$ cat src/oaxc_defines.svh
`ifndef OAXC_DEFINES_SVH
`define OAXC_DEFINES_SVH

// one-time-programmable area geometry
`define OAXC_OTP_BYTES 65
`define OAXC_CTRL_IDX 7'h40
`define OAXC_DISCARD_IDX 7'h41
`define OAXC_LOCK_BIT 0
`define OAXC_ERASED_BYTE 8'hFF

// frame layout
`define OAXC_CMD_BITS 6'h08
`define OAXC_ADDR_BITS 6'h18
`define OAXC_BYTE_BITS 4'h8

// command codes and dummy lengths (defaults, may be overridden per part)
`define OAXC_CMD_READ_OTP 8'h4B
`define OAXC_CMD_PROG_OTP 8'h42
`define OAXC_CMD_FAST_READ 8'h0B
`define OAXC_DUMMY_CYCLES 5'h08

// nonvolatile xip field value meaning execute-in-place disabled at boot
`define OAXC_NV_XIP_OFF 3'h7

// flag status bit positions
`define OAXC_FSR_PROT_BIT 1
`define OAXC_FSR_FAIL_BIT 4

// timing: system clock rate and default program duration
`define OAXC_CLK_MHZ 20
`define OAXC_PROG_TIME_US 1000

`endif

$ cat src/oaxc_pkg.sv
`default_nettype none
package oaxc_pkg;

  // line protocol currently enabled
  typedef enum logic [1:0] {
    OAXC_EXT,
    OAXC_DUAL,
    OAXC_QUAD
  } oaxc_proto_t;

  // what the current frame is doing
  typedef enum logic [1:0] {
    OAXC_K_NONE,
    OAXC_K_READ,
    OAXC_K_PROG,
    OAXC_K_FAST
  } oaxc_kind_t;

  // pins arriving from the host, asynchronous to clock
  typedef struct packed {
    logic selN;
    logic sclk;
    logic [3:0] dq;
  } oaxc_link_t;

  // device state visible to the surrounding command logic
  typedef struct packed {
    logic wip;
    logic wel;
    logic xipActive;
    logic vcfgXipDisable;
    logic otpLocked;
    logic [7:0] flagBits;
  } oaxc_status_t;

endpackage
`default_nettype wire

$ cat src/oaxc_otp_xip.sv
`include "oaxc_defines.svh"
`default_nettype none

// (otp area with lock bit, self-timed programming and execute-in-place control, decoded from synchronised host pins)
module oaxc_otp_xip
  import oaxc_pkg::*;
#(
  parameter int unsigned PROG_TIME_US = `OAXC_PROG_TIME_US,
  parameter int unsigned PROG_CYCLES = PROG_TIME_US * `OAXC_CLK_MHZ,
  parameter logic [4:0] DUMMY_CYCLES = `OAXC_DUMMY_CYCLES
) (
  // clock and reset
  input wire logic clock,
  input wire logic nrst,
  // host pins
  input wire oaxc_link_t linkIn,
  output logic [3:0] dqOut,
  output logic [3:0] dqOe,
  input wire logic rstPinN,
  input wire logic rstPinEnable,
  // configuration
  input wire oaxc_proto_t proto,
  input wire logic [2:0] nvXipField,
  input wire logic vcfgWrStb,
  input wire logic vcfgWrBit3,
  // strobes from the general command decoder
  input wire logic welSetStb,
  input wire logic welClrStb,
  input wire logic flagClrStb,
  input wire logic progFault,
  // state
  output oaxc_status_t status
);

  // two-flop synchronisers, third flop for edge finding
  oaxc_link_t linkS1_ff, linkS2_ff;
  logic sclkS3_ff, selS3_ff;
  logic rstS1_ff, rstS2_ff;
  always_ff @(posedge clock or negedge nrst) begin
    if (!nrst) begin
      linkS1_ff <= '{selN: 1'b1, sclk: 1'b0, dq: 4'h0};
      linkS2_ff <= '{selN: 1'b1, sclk: 1'b0, dq: 4'h0};
      sclkS3_ff <= 1'b0;
      selS3_ff <= 1'b1;
      rstS1_ff <= 1'b1;
      rstS2_ff <= 1'b1;
    end else begin
      linkS1_ff <= linkIn;
      linkS2_ff <= linkS1_ff;
      sclkS3_ff <= linkS2_ff.sclk;
      selS3_ff <= linkS2_ff.selN;
      rstS1_ff <= rstPinN;
      rstS2_ff <= rstS1_ff;
    end
  end

  logic sclkRise, sclkFall, selActive, selRise, selFall;
  assign sclkRise = linkS2_ff.sclk & ~sclkS3_ff;
  assign sclkFall = ~linkS2_ff.sclk & sclkS3_ff;
  assign selActive = ~linkS2_ff.selN;
  assign selRise = linkS2_ff.selN & ~selS3_ff;
  assign selFall = ~linkS2_ff.selN & selS3_ff;

  // lanes per clock for the enabled protocol
  function automatic logic [3:0] laneWidth(input oaxc_proto_t p);
    case (p)
      OAXC_DUAL: laneWidth = 4'h2;
      OAXC_QUAD: laneWidth = 4'h4;
      default: laneWidth = 4'h1;
    endcase
  endfunction

  // append this clock's input lanes to the shift register
  function automatic logic [23:0] shiftIn(input logic [23:0] sh, input logic [3:0] dq,
                                          input oaxc_proto_t p);
    case (p)
      OAXC_DUAL: shiftIn = {sh[21:0], dq[1:0]};
      OAXC_QUAD: shiftIn = {sh[19:0], dq};
      default: shiftIn = {sh[22:0], dq[0]};
    endcase
  endfunction

  typedef enum {
    OAXC_IDLE,
    OAXC_CMD,
    OAXC_ADDR,
    OAXC_DUMMY,
    OAXC_RDATA,
    OAXC_WDATA,
    OAXC_IGNORE
  } oaxc_state_t;

  oaxc_state_t state_ff;
  oaxc_kind_t kind_ff;
  logic [23:0] shift_ff;
  logic [5:0] bitCnt_ff;
  logic [4:0] dumCnt_ff;
  logic [6:0] rdAddr_ff, wrIdx_ff;
  logic gotByte_ff;
  logic [7:0] otpMem_ff [`OAXC_OTP_BYTES];
  logic [7:0] progBuf_ff [`OAXC_OTP_BYTES];
  logic [7:0] outByte_ff;
  logic [3:0] outCnt_ff;
  logic xipActive_ff, vcfgBit3_ff, bootLoad_ff;
  logic wel_ff, wip_ff, protErr_ff, progFail_ff;
  logic [31:0] progCnt_ff;

  logic [3:0] lanes;
  logic [5:0] bitNext;
  logic [23:0] shiftNext;
  logic locked, progStart, progLockHit, progDone, confirmTaken, confirmBit, nvReload;
  logic rdByteDone;
  assign lanes = laneWidth(proto);
  assign bitNext = bitCnt_ff + {2'h0, lanes};
  assign shiftNext = shiftIn(shift_ff, linkS2_ff.dq, proto);
  assign locked = ~otpMem_ff[`OAXC_CTRL_IDX][`OAXC_LOCK_BIT];
  // program only on a clean byte boundary with at least one byte
  assign progStart = selRise & (state_ff == OAXC_WDATA) & gotByte_ff
                     & (bitCnt_ff == 6'h00) & ~locked;
  assign progLockHit = selRise & (state_ff == OAXC_WDATA) & gotByte_ff
                       & (bitCnt_ff == 6'h00) & locked;
  assign progDone = wip_ff & (progCnt_ff == PROG_CYCLES - 1);
  // confirm bit is line 0 alone; upper lines are don't care here
  assign confirmTaken = selActive & sclkRise & (state_ff == OAXC_DUMMY)
                        & (kind_ff == OAXC_K_FAST) & (dumCnt_ff == 5'h00);
  assign confirmBit = linkS2_ff.dq[0];
  // last lane group of a read byte leaves on this falling clock
  assign rdByteDone = selActive & sclkFall & (state_ff == OAXC_RDATA)
                      & ((outCnt_ff + lanes) == `OAXC_BYTE_BITS);
  // reset pin honoured only while deselected
  assign nvReload = bootLoad_ff | (rstPinEnable & ~rstS2_ff & ~selActive);

  // frame decoder: command, address, dummy and write data phases on rising clock, read address step on falling clock
  always_ff @(posedge clock or negedge nrst) begin
    if (!nrst) begin
      state_ff <= OAXC_IDLE;
      kind_ff <= OAXC_K_NONE;
      shift_ff <= 24'h000000;
      bitCnt_ff <= 6'h00;
      dumCnt_ff <= 5'h00;
      rdAddr_ff <= 7'h00;
      wrIdx_ff <= 7'h00;
      gotByte_ff <= 1'b0;
    end else if (!selActive) begin
      state_ff <= OAXC_IDLE;
    end else if (selFall) begin
      // in xip the frame opens straight on the address
      state_ff <= xipActive_ff ? OAXC_ADDR : OAXC_CMD;
      kind_ff <= xipActive_ff ? OAXC_K_FAST : OAXC_K_NONE;
      bitCnt_ff <= 6'h00;
      dumCnt_ff <= 5'h00;
      gotByte_ff <= 1'b0;
    end else if (rdByteDone) begin
      // stick at the control byte rather than wrap
      if (rdAddr_ff != `OAXC_CTRL_IDX) begin
        rdAddr_ff <= rdAddr_ff + 7'h01;
      end
    end else if (sclkRise) begin
      shift_ff <= shiftNext;
      bitCnt_ff <= bitNext;
      case (state_ff)
        OAXC_CMD: begin
          if (bitNext == `OAXC_CMD_BITS) begin
            bitCnt_ff <= 6'h00;
            state_ff <= OAXC_ADDR;
            case (shiftNext[7:0])
              `OAXC_CMD_READ_OTP: kind_ff <= OAXC_K_READ;
              `OAXC_CMD_FAST_READ: kind_ff <= OAXC_K_FAST;
              `OAXC_CMD_PROG_OTP: begin
                kind_ff <= OAXC_K_PROG;
                if (!wel_ff || wip_ff) begin
                  state_ff <= OAXC_IGNORE;
                end
              end
              default: state_ff <= OAXC_IGNORE;
            endcase
          end
        end
        OAXC_ADDR: begin
          if (bitNext == `OAXC_ADDR_BITS) begin
            bitCnt_ff <= 6'h00;
            // read addresses past the control byte clamp to it, write addresses past it go to the discard index, never wrap
            rdAddr_ff <= (shiftNext > 24'h000040) ? `OAXC_CTRL_IDX : shiftNext[6:0];
            wrIdx_ff <= (shiftNext > 24'h000040) ? `OAXC_DISCARD_IDX : shiftNext[6:0];
            state_ff <= (kind_ff == OAXC_K_PROG) ? OAXC_WDATA : OAXC_DUMMY;
          end
        end
        OAXC_DUMMY: begin
          bitCnt_ff <= 6'h00;
          dumCnt_ff <= dumCnt_ff + 5'h01;
          if (dumCnt_ff == DUMMY_CYCLES - 5'h01) begin
            // fast read data comes from the main array, not this block
            state_ff <= (kind_ff == OAXC_K_READ) ? OAXC_RDATA : OAXC_IGNORE;
          end
        end
        OAXC_WDATA: begin
          if (bitNext == {2'h0, `OAXC_BYTE_BITS}) begin
            bitCnt_ff <= 6'h00;
            gotByte_ff <= 1'b1;
            if (wrIdx_ff != `OAXC_DISCARD_IDX) begin
              wrIdx_ff <= wrIdx_ff + 7'h01;
            end
          end
        end
        default: bitCnt_ff <= 6'h00;
      endcase
    end
  end

  // program staging buffer, erased at each program frame, extra bytes dropped
  always_ff @(posedge clock or negedge nrst) begin
    if (!nrst) begin
      for (int i = 0; i < `OAXC_OTP_BYTES; i++) begin
        progBuf_ff[i] <= `OAXC_ERASED_BYTE;
      end
    end else if (selFall) begin
      for (int i = 0; i < `OAXC_OTP_BYTES; i++) begin
        progBuf_ff[i] <= `OAXC_ERASED_BYTE;
      end
    end else if (selActive && sclkRise && state_ff == OAXC_WDATA
                 && bitNext == {2'h0, `OAXC_BYTE_BITS} && wrIdx_ff != `OAXC_DISCARD_IDX) begin
      progBuf_ff[wrIdx_ff] <= shiftNext[7:0];
    end
  end

  // programming only takes otp cells 1 to 0, so only nrst (which loads all ones) brings the lock bit back
  always_ff @(posedge clock or negedge nrst) begin
    if (!nrst) begin
      for (int i = 0; i < `OAXC_OTP_BYTES; i++) begin
        otpMem_ff[i] <= `OAXC_ERASED_BYTE;
      end
    end else if (progDone && !progFault) begin
      for (int i = 0; i < `OAXC_OTP_BYTES; i++) begin
        otpMem_ff[i] <= otpMem_ff[i] & progBuf_ff[i];
      end
    end
  end

  // self-timed program counter and write-in-progress
  always_ff @(posedge clock or negedge nrst) begin
    if (!nrst) begin
      wip_ff <= 1'b0;
      progCnt_ff <= 32'h00000000;
    end else if (progStart && !wip_ff) begin
      wip_ff <= 1'b1;
      progCnt_ff <= 32'h00000000;
    end else if (progDone) begin
      wip_ff <= 1'b0;
    end else if (wip_ff) begin
      progCnt_ff <= progCnt_ff + 32'h00000001;
    end
  end

  // write enable latch: program completion clears, lock hit leaves it set
  always_ff @(posedge clock or negedge nrst) begin
    if (!nrst) begin
      wel_ff <= 1'b0;
    end else if (progDone) begin
      wel_ff <= 1'b0;
    end else if (welSetStb) begin
      wel_ff <= 1'b1;
    end else if (welClrStb && !wip_ff) begin
      wel_ff <= 1'b0;
    end
  end

  // sticky error flags, a setting event wins over a clear
  always_ff @(posedge clock or negedge nrst) begin
    if (!nrst) begin
      protErr_ff <= 1'b0;
      progFail_ff <= 1'b0;
    end else begin
      if (progLockHit) begin
        protErr_ff <= 1'b1;
      end else if (flagClrStb) begin
        protErr_ff <= 1'b0;
      end
      if (progLockHit || (progDone && progFault)) begin
        progFail_ff <= 1'b1;
      end else if (flagClrStb) begin
        progFail_ff <= 1'b0;
      end
    end
  end

  // xip mode: boot and reset pin reload from the nonvolatile field
  always_ff @(posedge clock or negedge nrst) begin
    if (!nrst) begin
      bootLoad_ff <= 1'b1;
      xipActive_ff <= 1'b0;
      vcfgBit3_ff <= 1'b1;
    end else begin
      bootLoad_ff <= 1'b0;
      if (nvReload) begin
        xipActive_ff <= (nvXipField != `OAXC_NV_XIP_OFF);
        vcfgBit3_ff <= 1'b1;
      end else if (confirmTaken && confirmBit) begin
        xipActive_ff <= 1'b0;
        vcfgBit3_ff <= 1'b1;
      end else begin
        if (confirmTaken && (xipActive_ff || !vcfgBit3_ff)) begin
          xipActive_ff <= 1'b1;
        end
        if (vcfgWrStb) begin
          vcfgBit3_ff <= vcfgWrBit3;
        end
      end
    end
  end

  // read data on falling clock, lanes by protocol, address sticks at 40h
  always_ff @(posedge clock or negedge nrst) begin
    if (!nrst) begin
      dqOut <= 4'h0;
      dqOe <= 4'h0;
      outByte_ff <= 8'h00;
      outCnt_ff <= 4'h0;
    end else if (!selActive || state_ff != OAXC_RDATA) begin
      dqOe <= 4'h0;
      outCnt_ff <= 4'h0;
    end else if (sclkFall) begin : rdShift
      logic [7:0] cur;
      cur = (outCnt_ff == 4'h0) ? otpMem_ff[rdAddr_ff] : outByte_ff;
      case (proto)
        OAXC_DUAL: begin
          dqOut <= {2'h0, cur[7:6]};
          dqOe <= 4'h3;
        end
        OAXC_QUAD: begin
          dqOut <= cur[7:4];
          dqOe <= 4'hF;
        end
        default: begin
          dqOut <= {2'h0, cur[7], 1'b0};
          dqOe <= 4'h2;
        end
      endcase
      outByte_ff <= cur << lanes;
      if (outCnt_ff + lanes == `OAXC_BYTE_BITS) begin
        outCnt_ff <= 4'h0;
      end else begin
        outCnt_ff <= outCnt_ff + lanes;
      end
    end
  end

  assign status = '{wip: wip_ff, wel: wel_ff, xipActive: xipActive_ff,
                    vcfgXipDisable: vcfgBit3_ff, otpLocked: locked,
                    flagBits: {3'h0, progFail_ff, 2'h0, protErr_ff, 1'b0}};

endmodule
`default_nettype wire

$ cat config.mk
export PLATFORM = sky130hd
export DESIGN_NAME = oaxc_otp_xip
export DESIGN_NICKNAME = d
export VERILOG_FILES = /design/src/oaxc_pkg.sv /design/src/oaxc_otp_xip.sv
export VERILOG_INCLUDE_DIRS = /design/src
export SDC_FILE = /design/constraint.sdc
export NUM_CORES = 2
export LEC_CHECK = 0
export BUFFER_PORTS_ARGS = -buffer_cell sky130_fd_sc_hd__buf_2
export CORE_UTILIZATION = 63
export DETAILED_ROUTE_END_ITERATION = 6
export PLACE_DENSITY = 0.87
export SLEW_MARGIN = 20
export SYNTH_ARGS = -nofsm -noshare
export SYNTH_HDL_FRONTEND = slang
export SYNTH_SLANG_ARGS = --single-unit
$ cat constraint.sdc
create_clock -name clock -period 3.4 [get_ports clock]
set_input_delay 0.51 -clock clock [delete_from_list [all_inputs] [get_ports clock]]
set_output_delay 0.51 -clock clock [all_outputs]
set_load 0.1 [all_outputs]
---- After elaboration in Yosys (flattened, before gate mapping) ----
Index checks and enable logic that the tools add are counted.
W data, S select, Z words.
word-level totals
  logic and storage cells ................. 437
  output and inout bits ................... 21
  register bits after elaboration ......... 1198
  input port bits ......................... 21
cells by class
  shift-type cells ........................ 1
  reductions and logical operators ........ 55
  order comparisons ....................... 4
  equal/unequal tests ..................... 34
  muxes and demuxes ....................... 81
  bitwise gates (word level) .............. 96
  $add $sub $neg .......................... 6
operator list
  kind                     number
  $mux W520                2
  $and A8 B8 Y8            65
  $bwmux W520              1
  $mux W32                 10
  $pmux W32 S3             1
  $mux W7                  10
  $eq A32 B2 Y1 const B    2
  $eq A32 B3 Y1 const B    2
  $eq A32 B4 Y1 const B    2
  $bmux W8 S7              1
  $demux W8 S7             1
  $pmux W24 S2             1
  $add A32 B1 Y32 const B  1
  $eq A32 B1 Y1 const B    1
  $eq A32 B15 Y1 const B   1
  $mux W8                  4
  $ne A32 B4 Y1 const B    1
  $mux W6                  5
  $reduce_bool A2 Y1       15
  $gt A24 B7 Y1 const B    1
  $mux W4                  5
  $mux W5                  4
  $and A1 B1 Y1            19
  $mux W1                  19
  46 further kinds         103

---- Depth between registers and ports, before layout ----
  depth in word-level cells ............... 11
  depth in mapped cells ................... 16
  depth with buffers taken out ............ 12

---- Worst setup path after synthesis ----
Ideal clock, no wire load.
  path kind ............................... input to register
  from .................................... input port proto[1]
  to ...................................... register progBuf_ff[131] in the netlist's numbering
  path slack .............................. -0.012 ns
  arrival time ............................ 3.337 ns
  data required time ...................... 3.325 ns
  path buffers ............................ 3
  library setup time ...................... 0.075 ns
  stages .................................. 15
  cells stage by stage .................... inv_1 ha_1 clkbuf_1 xor2_1 ha_1 a21oi_2 o21a_1 xnor2_1 nand4_1 a2111oi_4 nor4b_1 buf_4 and2_1 buf_4 mux2i_1
between the ends
  cells in the longest elaborated chain, start to end .. 7
  elaborated cells between the ends (all ways) .. 12
  those cells by class .................... add/sub: 1; eq/ne: 3; mux: 5; reduce/logical: 3
ends and longest elaborated chain
  item                                                 RTL line                                text
  start: declaration                                   oaxc_otp_xip.sv:22                      input wire oaxc_proto_t proto,
  $eq A2 B2 Y1 / $eq A2 B1 Y1 (equally long branches)  oaxc_otp_xip.sv:66, oaxc_otp_xip.sv:76
  $pmux W3 S2                                          oaxc_otp_xip.sv:66                      case (p)
  $add A6 B4 Y6                                        oaxc_otp_xip.sv:114                     assign bitNext = bitCnt_ff + {2'h0, lanes};
  $eq A6 B4 Y1                                         oaxc_otp_xip.sv:221                     && bitNext == {2'h0, `OAXC_BYTE_BITS} && wrIdx_ff != `OAXC_DISCARD_IDX) begin
  $logic_and A1 B1 Y1                                  oaxc_otp_xip.sv:220                     end else if (selActive && sclkRise && state_ff == OAXC_WDATA
  $logic_and A1 B1 Y1 (no source line)                 n/a
  $reduce_bool A2 Y1 (no source line)                  n/a
  end signal: indexed assignment                       oaxc_otp_xip.sv:214                     progBuf_ff[i] <= `OAXC_ERASED_BYTE;
  end signal: indexed assignment                       oaxc_otp_xip.sv:218                     progBuf_ff[i] <= `OAXC_ERASED_BYTE;
  end signal: indexed assignment                       oaxc_otp_xip.sv:222                     progBuf_ff[wrIdx_ff] <= shiftNext[7:0];
  end: declaration                                     oaxc_otp_xip.sv:101                     logic [7:0] progBuf_ff [`OAXC_OTP_BYTES];
Parallel ways exist; a longest one is shown, timed or not. The select of a mux whose other input is x is not followed.
A chain may end at the register's enable or synchronous reset.

---- Worst setup path after layout ----
  from .................................... register rdAddr_ff[0]
  to ...................................... register outByte_ff[4]
between the ends
  cells in the longest elaborated chain, start to end .. 6
ends and longest elaborated chain
  item                                         RTL line             text
  start: declaration                           oaxc_otp_xip.sv:98   logic [6:0] rdAddr_ff, wrIdx_ff;
  start signal: assignment                     oaxc_otp_xip.sv:156  rdAddr_ff <= rdAddr_ff + 7'h01;
  start signal: assignment                     oaxc_otp_xip.sv:183  rdAddr_ff <= (shiftNext > 24'h000040) ? `OAXC_CTRL_IDX : shiftNext[6:0];
  $not A7 Y8 (implied by the code)             oaxc_otp_xip.sv:323  cur = (outCnt_ff == 4'h0) ? otpMem_ff[rdAddr_ff] : outByte_ff;
  $bmux W8 S7                                  oaxc_otp_xip.sv:323
  $mux W8 (implied by the code) (2 in series)  oaxc_otp_xip.sv:323
  $mux W8                                      oaxc_otp_xip.sv:323
  $shl A8 B4 Y8                                oaxc_otp_xip.sv:338  outByte_ff <= cur << lanes;
  end signal: assignment                       oaxc_otp_xip.sv:338
  end: declaration                             oaxc_otp_xip.sv:102  logic [7:0] outByte_ff;
Every way passes these cells. The select of a mux whose other input is x is not followed.

==> out/results.tsv <==
stage	metric	value	unit
status	status	complete, but fails checks	
status	violations	DRC	
final_layout	fillers	4590	
worst_setup_path	cp_top_family	multiplexers	
placed_design	port_buffers	35	
worst_setup_path	r2r_cells	9	
sta	setup_viol	0	
sta	slew_viol_final	0	
yosys	postSynthAreaPerCell	12.3	um2
floorplan	die_area	81800	um2
placed_design	gp_congestion	1.00	
sta	min_period_over_period	99.6	%
worst_setup_path	endpoint_kind	flip-flop	
final_layout	final_nets	4256	
floorplan	fp.dieH	286	um
yosys	syn_inst	4146	
pwr	p_leak	24.9	nW
cts	tritoncts	yes	
final_layout	drive_above_1_share	39.8	%
yosys	synth_top_area_cell	dfstp_2	
floorplan	start_util	64.0	%
worst_setup_path	crit_fanout	23	
grt	grt_max_degree	137	
sta	finalHoldViolCount	0	
route	drtIter0Drc	4106	
yosys	yosysUniqueCellTypes	80	
placed_design	dp_hpwl	85000	um
yosys	synth-seq-cells	1168	
yosys	synthTopCellsByArea	dfstp_2 (54%), o21a_1 (7.9%), dfrtp_1 (6.0%)	
grt	grt_use_total	35.2	%
yosys	synth.top_cell.area_share	54.2	%
grt	grt_overflow	0	
floorplan	dieWidth	286	um
yosys	synth_warnings	0	
pwr	power_density	507	nW/um2
worst_setup_path	path_depth	9	
worst_setup_path	cp_slowest_stage_delay	640	ps
yosys	synth_most_common_cell	dfstp_2	
cts	clock_path_buffers	3	
cts	clkTransAtPathRegs	70	ps
worst_hold_path	hp-class	in -> reg	
sta	fin_ws	13.1	ps
placed_design	dp_cells	5145	
cts	clk_latency	700	ps
sta	clock_skew	32.1	ps
sta	slew_headroom	20.4	%
yosys	synth_common_cells	dfstp_2 (1,047), o21a_1 (533), nand2_1 (531)	
worst_setup_path	r2r_slack	10	ps
placed_design	place_ws	-226	ps
cts	htreeDepth	3	
yosys	yosysSeqAreaShare	60.1	%
yosys	ys_async_sr_fraction	100	%
route	ant_nets	0	
cts	ctsRootBufferMaster	clkbuf_16	
route	wl_per_cell	26.5	um
worst_setup_path	cp_slowest_cell	mux4_2	
final_layout	fin_cells	5367	
worst_setup_path	crit_buf_inv	1	
worst_setup_path	cp_cell_sequence	buf_12 -> mux4_2 -> mux4_2 -> nor2_1 -> nor4b_1 -> a211o_1 -> mux2_2 -> a311oi_1 -> o21ai_1	
worst_setup_path	cp.required	3970	ps
sta	tightest_slew	1190	ps
yosys	synthFlopType	dfstp_2	
job	drv_cap	0	
floorplan	io_pins	42	
route	avgViaCountPerCell	6.82	
route	drc	1	
worst_setup_path	cp_common_cell	mux4_2	
yosys	netlist_area	50800	um2
worst_setup_path	path_class	reg -> reg	
route	first_pass_iters	7	
yosys	synth_edf_count	0	
worst_setup_path	arrival	3950	ps
grt	grt_pass1_vias	38128	
floorplan	rows	103	
grt	grt_pass1_wl	223000	um
worst_hold_path	hold_path_depth	2	
route	vias	36615	
sta	final.min_clock_period	3390	ps
grt	antenna_found_initial	4	
pwr	irDropWorstVdd	0.000476	V
sta	fmax	295	MHz
worst_setup_path	startpoint_type	flip-flop	
route	wirelength	142000	um
sta	rsz0062_at_grt	no	
cts	cts_sinks	1168	
cts	cts_buffers	112	
final_layout	syn_to_final_growth	13.3	%
floorplan	coreArea	79400	um2
report_power, final:
| part | switching, W | internal (W) |
|---|---|---|
| Clock | 0.00554 | 0.00784 |
| Sequential | 0.000102 | 0.0140 |
| Combinational | 0.00129 | 0.000340 |
flip-flops by register name (all words and copies together), names as in the netlist, 2 cells and up:
signal      flops
otpMem_ff     520
progBuf_ff    520
progCnt_ff     32
shift_ff       23
outByte_ff      8
rdAddr_ff       7
wrIdx_ff        7
bitCnt_ff       6
linkS1_ff       6
dumCnt_ff       5
linkS2_ff       5
dqOut           4
outCnt_ff       4
dqOe            3
state_ff        3
kind_ff         2
per-stage QoR:
step / cell area [um2] / power [W] / setup TNS, ps / hold slack [ps] / utilization [%]
2_1_floorplan: 50800 / 0.0150 / 0 / 214 / -
3_3_place_gp: 53400 / 0.0159 / -9150 / 342 / 67.3
3_5_place_dp: 53400 / 0.0159 / -46320 / 339 / 67.3
4_1_cts: 57500 / 0.0292 / 0 / 70.7 / 72.4
5_1_grt: 57500 / 0.0298 / 0 / 94.7 / 72.5
6_report: 57600 / 0.0292 / 0 / 80.0 / 72.5
worst paths after layout:
check | end | from
max | outByte_ff[4] | rdAddr_ff[0]
min | progFail_ff | progFault
max reg2reg | outByte_ff[4] | rdAddr_ff[0]
min reg2reg | linkS2_ff[5] | linkS1_ff[5]
max in group asynchronous | otpMem_ff[414] | nrst
min in group asynchronous | otpMem_ff[461] | nrst
worst reg2reg max path, stage by stage (launching register included):
cell      delay (ps)
dfrtp_4          500
buf_12           240
mux4_2           690
mux4_2           480
nor2_1           240
nor4b_1          120
a211o_1          320
mux2_2           280
a311oi_1         300
o21ai_1           90
cell families (layout without fill, tap and decap cells):
family                     after synthesis  count (layout)  share of synthesized area (%)
other                                    1               9                        0.00738
adders and majority gates               17              17                          0.419
muxes                                  402             402                           10.6
AOI/OAI and AO/OA                     1165            1165                           16.7
xor gates and xnor gates                 8               8                          0.138
DFF                                   1168            1168                           60.1
buffers and inverters                  371             534                           3.14
and+or+nand+nor                       1014            1014                           8.87
cell type report:
cell class / instances / area [um2] / share of cell area, %
Antenna cell: 2 / 5.00 / 0.00870
Clock buffer: 159 / 3330 / 5.79
Clock inverter: 52 / 667 / 1.16
Inverter: 27 / 101 / 0.176
Multi-Input combinational cell: 2613 / 18800 / 32.6
Sequential cell: 1168 / 30600 / 53.1
Tap cell: 1050 / 1310 / 2.28
Timing Repair Buffer: 296 / 2790 / 4.84
layer usage:
metal  vias up  global-route usage (%)  wire, um
li1      15112                       -         -
met1     18879                    45.0     52700
met2      2083                    55.4     66900
met3       537                    8.50     13800
met4         4                    20.0      8550
met5         -                       0        26
timing repair:
| action | 4_1_cts | 5_1_grt |
|---|---|---|
| endpoints found under the setup margin | 0 | 4 |
| hold buffers | 7 | 0 |
| gates resized for setup | 0 | 3 |
| buffers inserted | 0 | 2 |
| endpoints found under the hold margin | 7 | 0 |
layout by cell type, fill, tap and decap left out, types with 14 or more instances in the layout:
cell type	Yosys	layout
and3_1	19	19
buf_12	0	50
dfrtp_1	121	116
mux2_2	23	23
a21oi_1	60	60
clkbuf_8	0	27
o21ai_0	77	77
nand3_1	87	86
buf_4	29	204
clkbuf_16	0	116
o211ai_1	345	345
nand2b_1	16	14
buf_2	26	34
a22oi_1	29	29
inv_1	26	26
mux4_2	106	106
nor2_1	220	220
mux2i_1	273	272
dfstp_2	1047	1047
clkbuf_1	272	16
o21a_1	533	529
nor3_1	25	24
nor4_1	17	15
and2_1	16	16
nand4_1	16	16
clkinv_2	0	22
nand2_1	531	531
nand2_2	14	14
ha_1	17	17
Power figures use the tool's default switching activity.
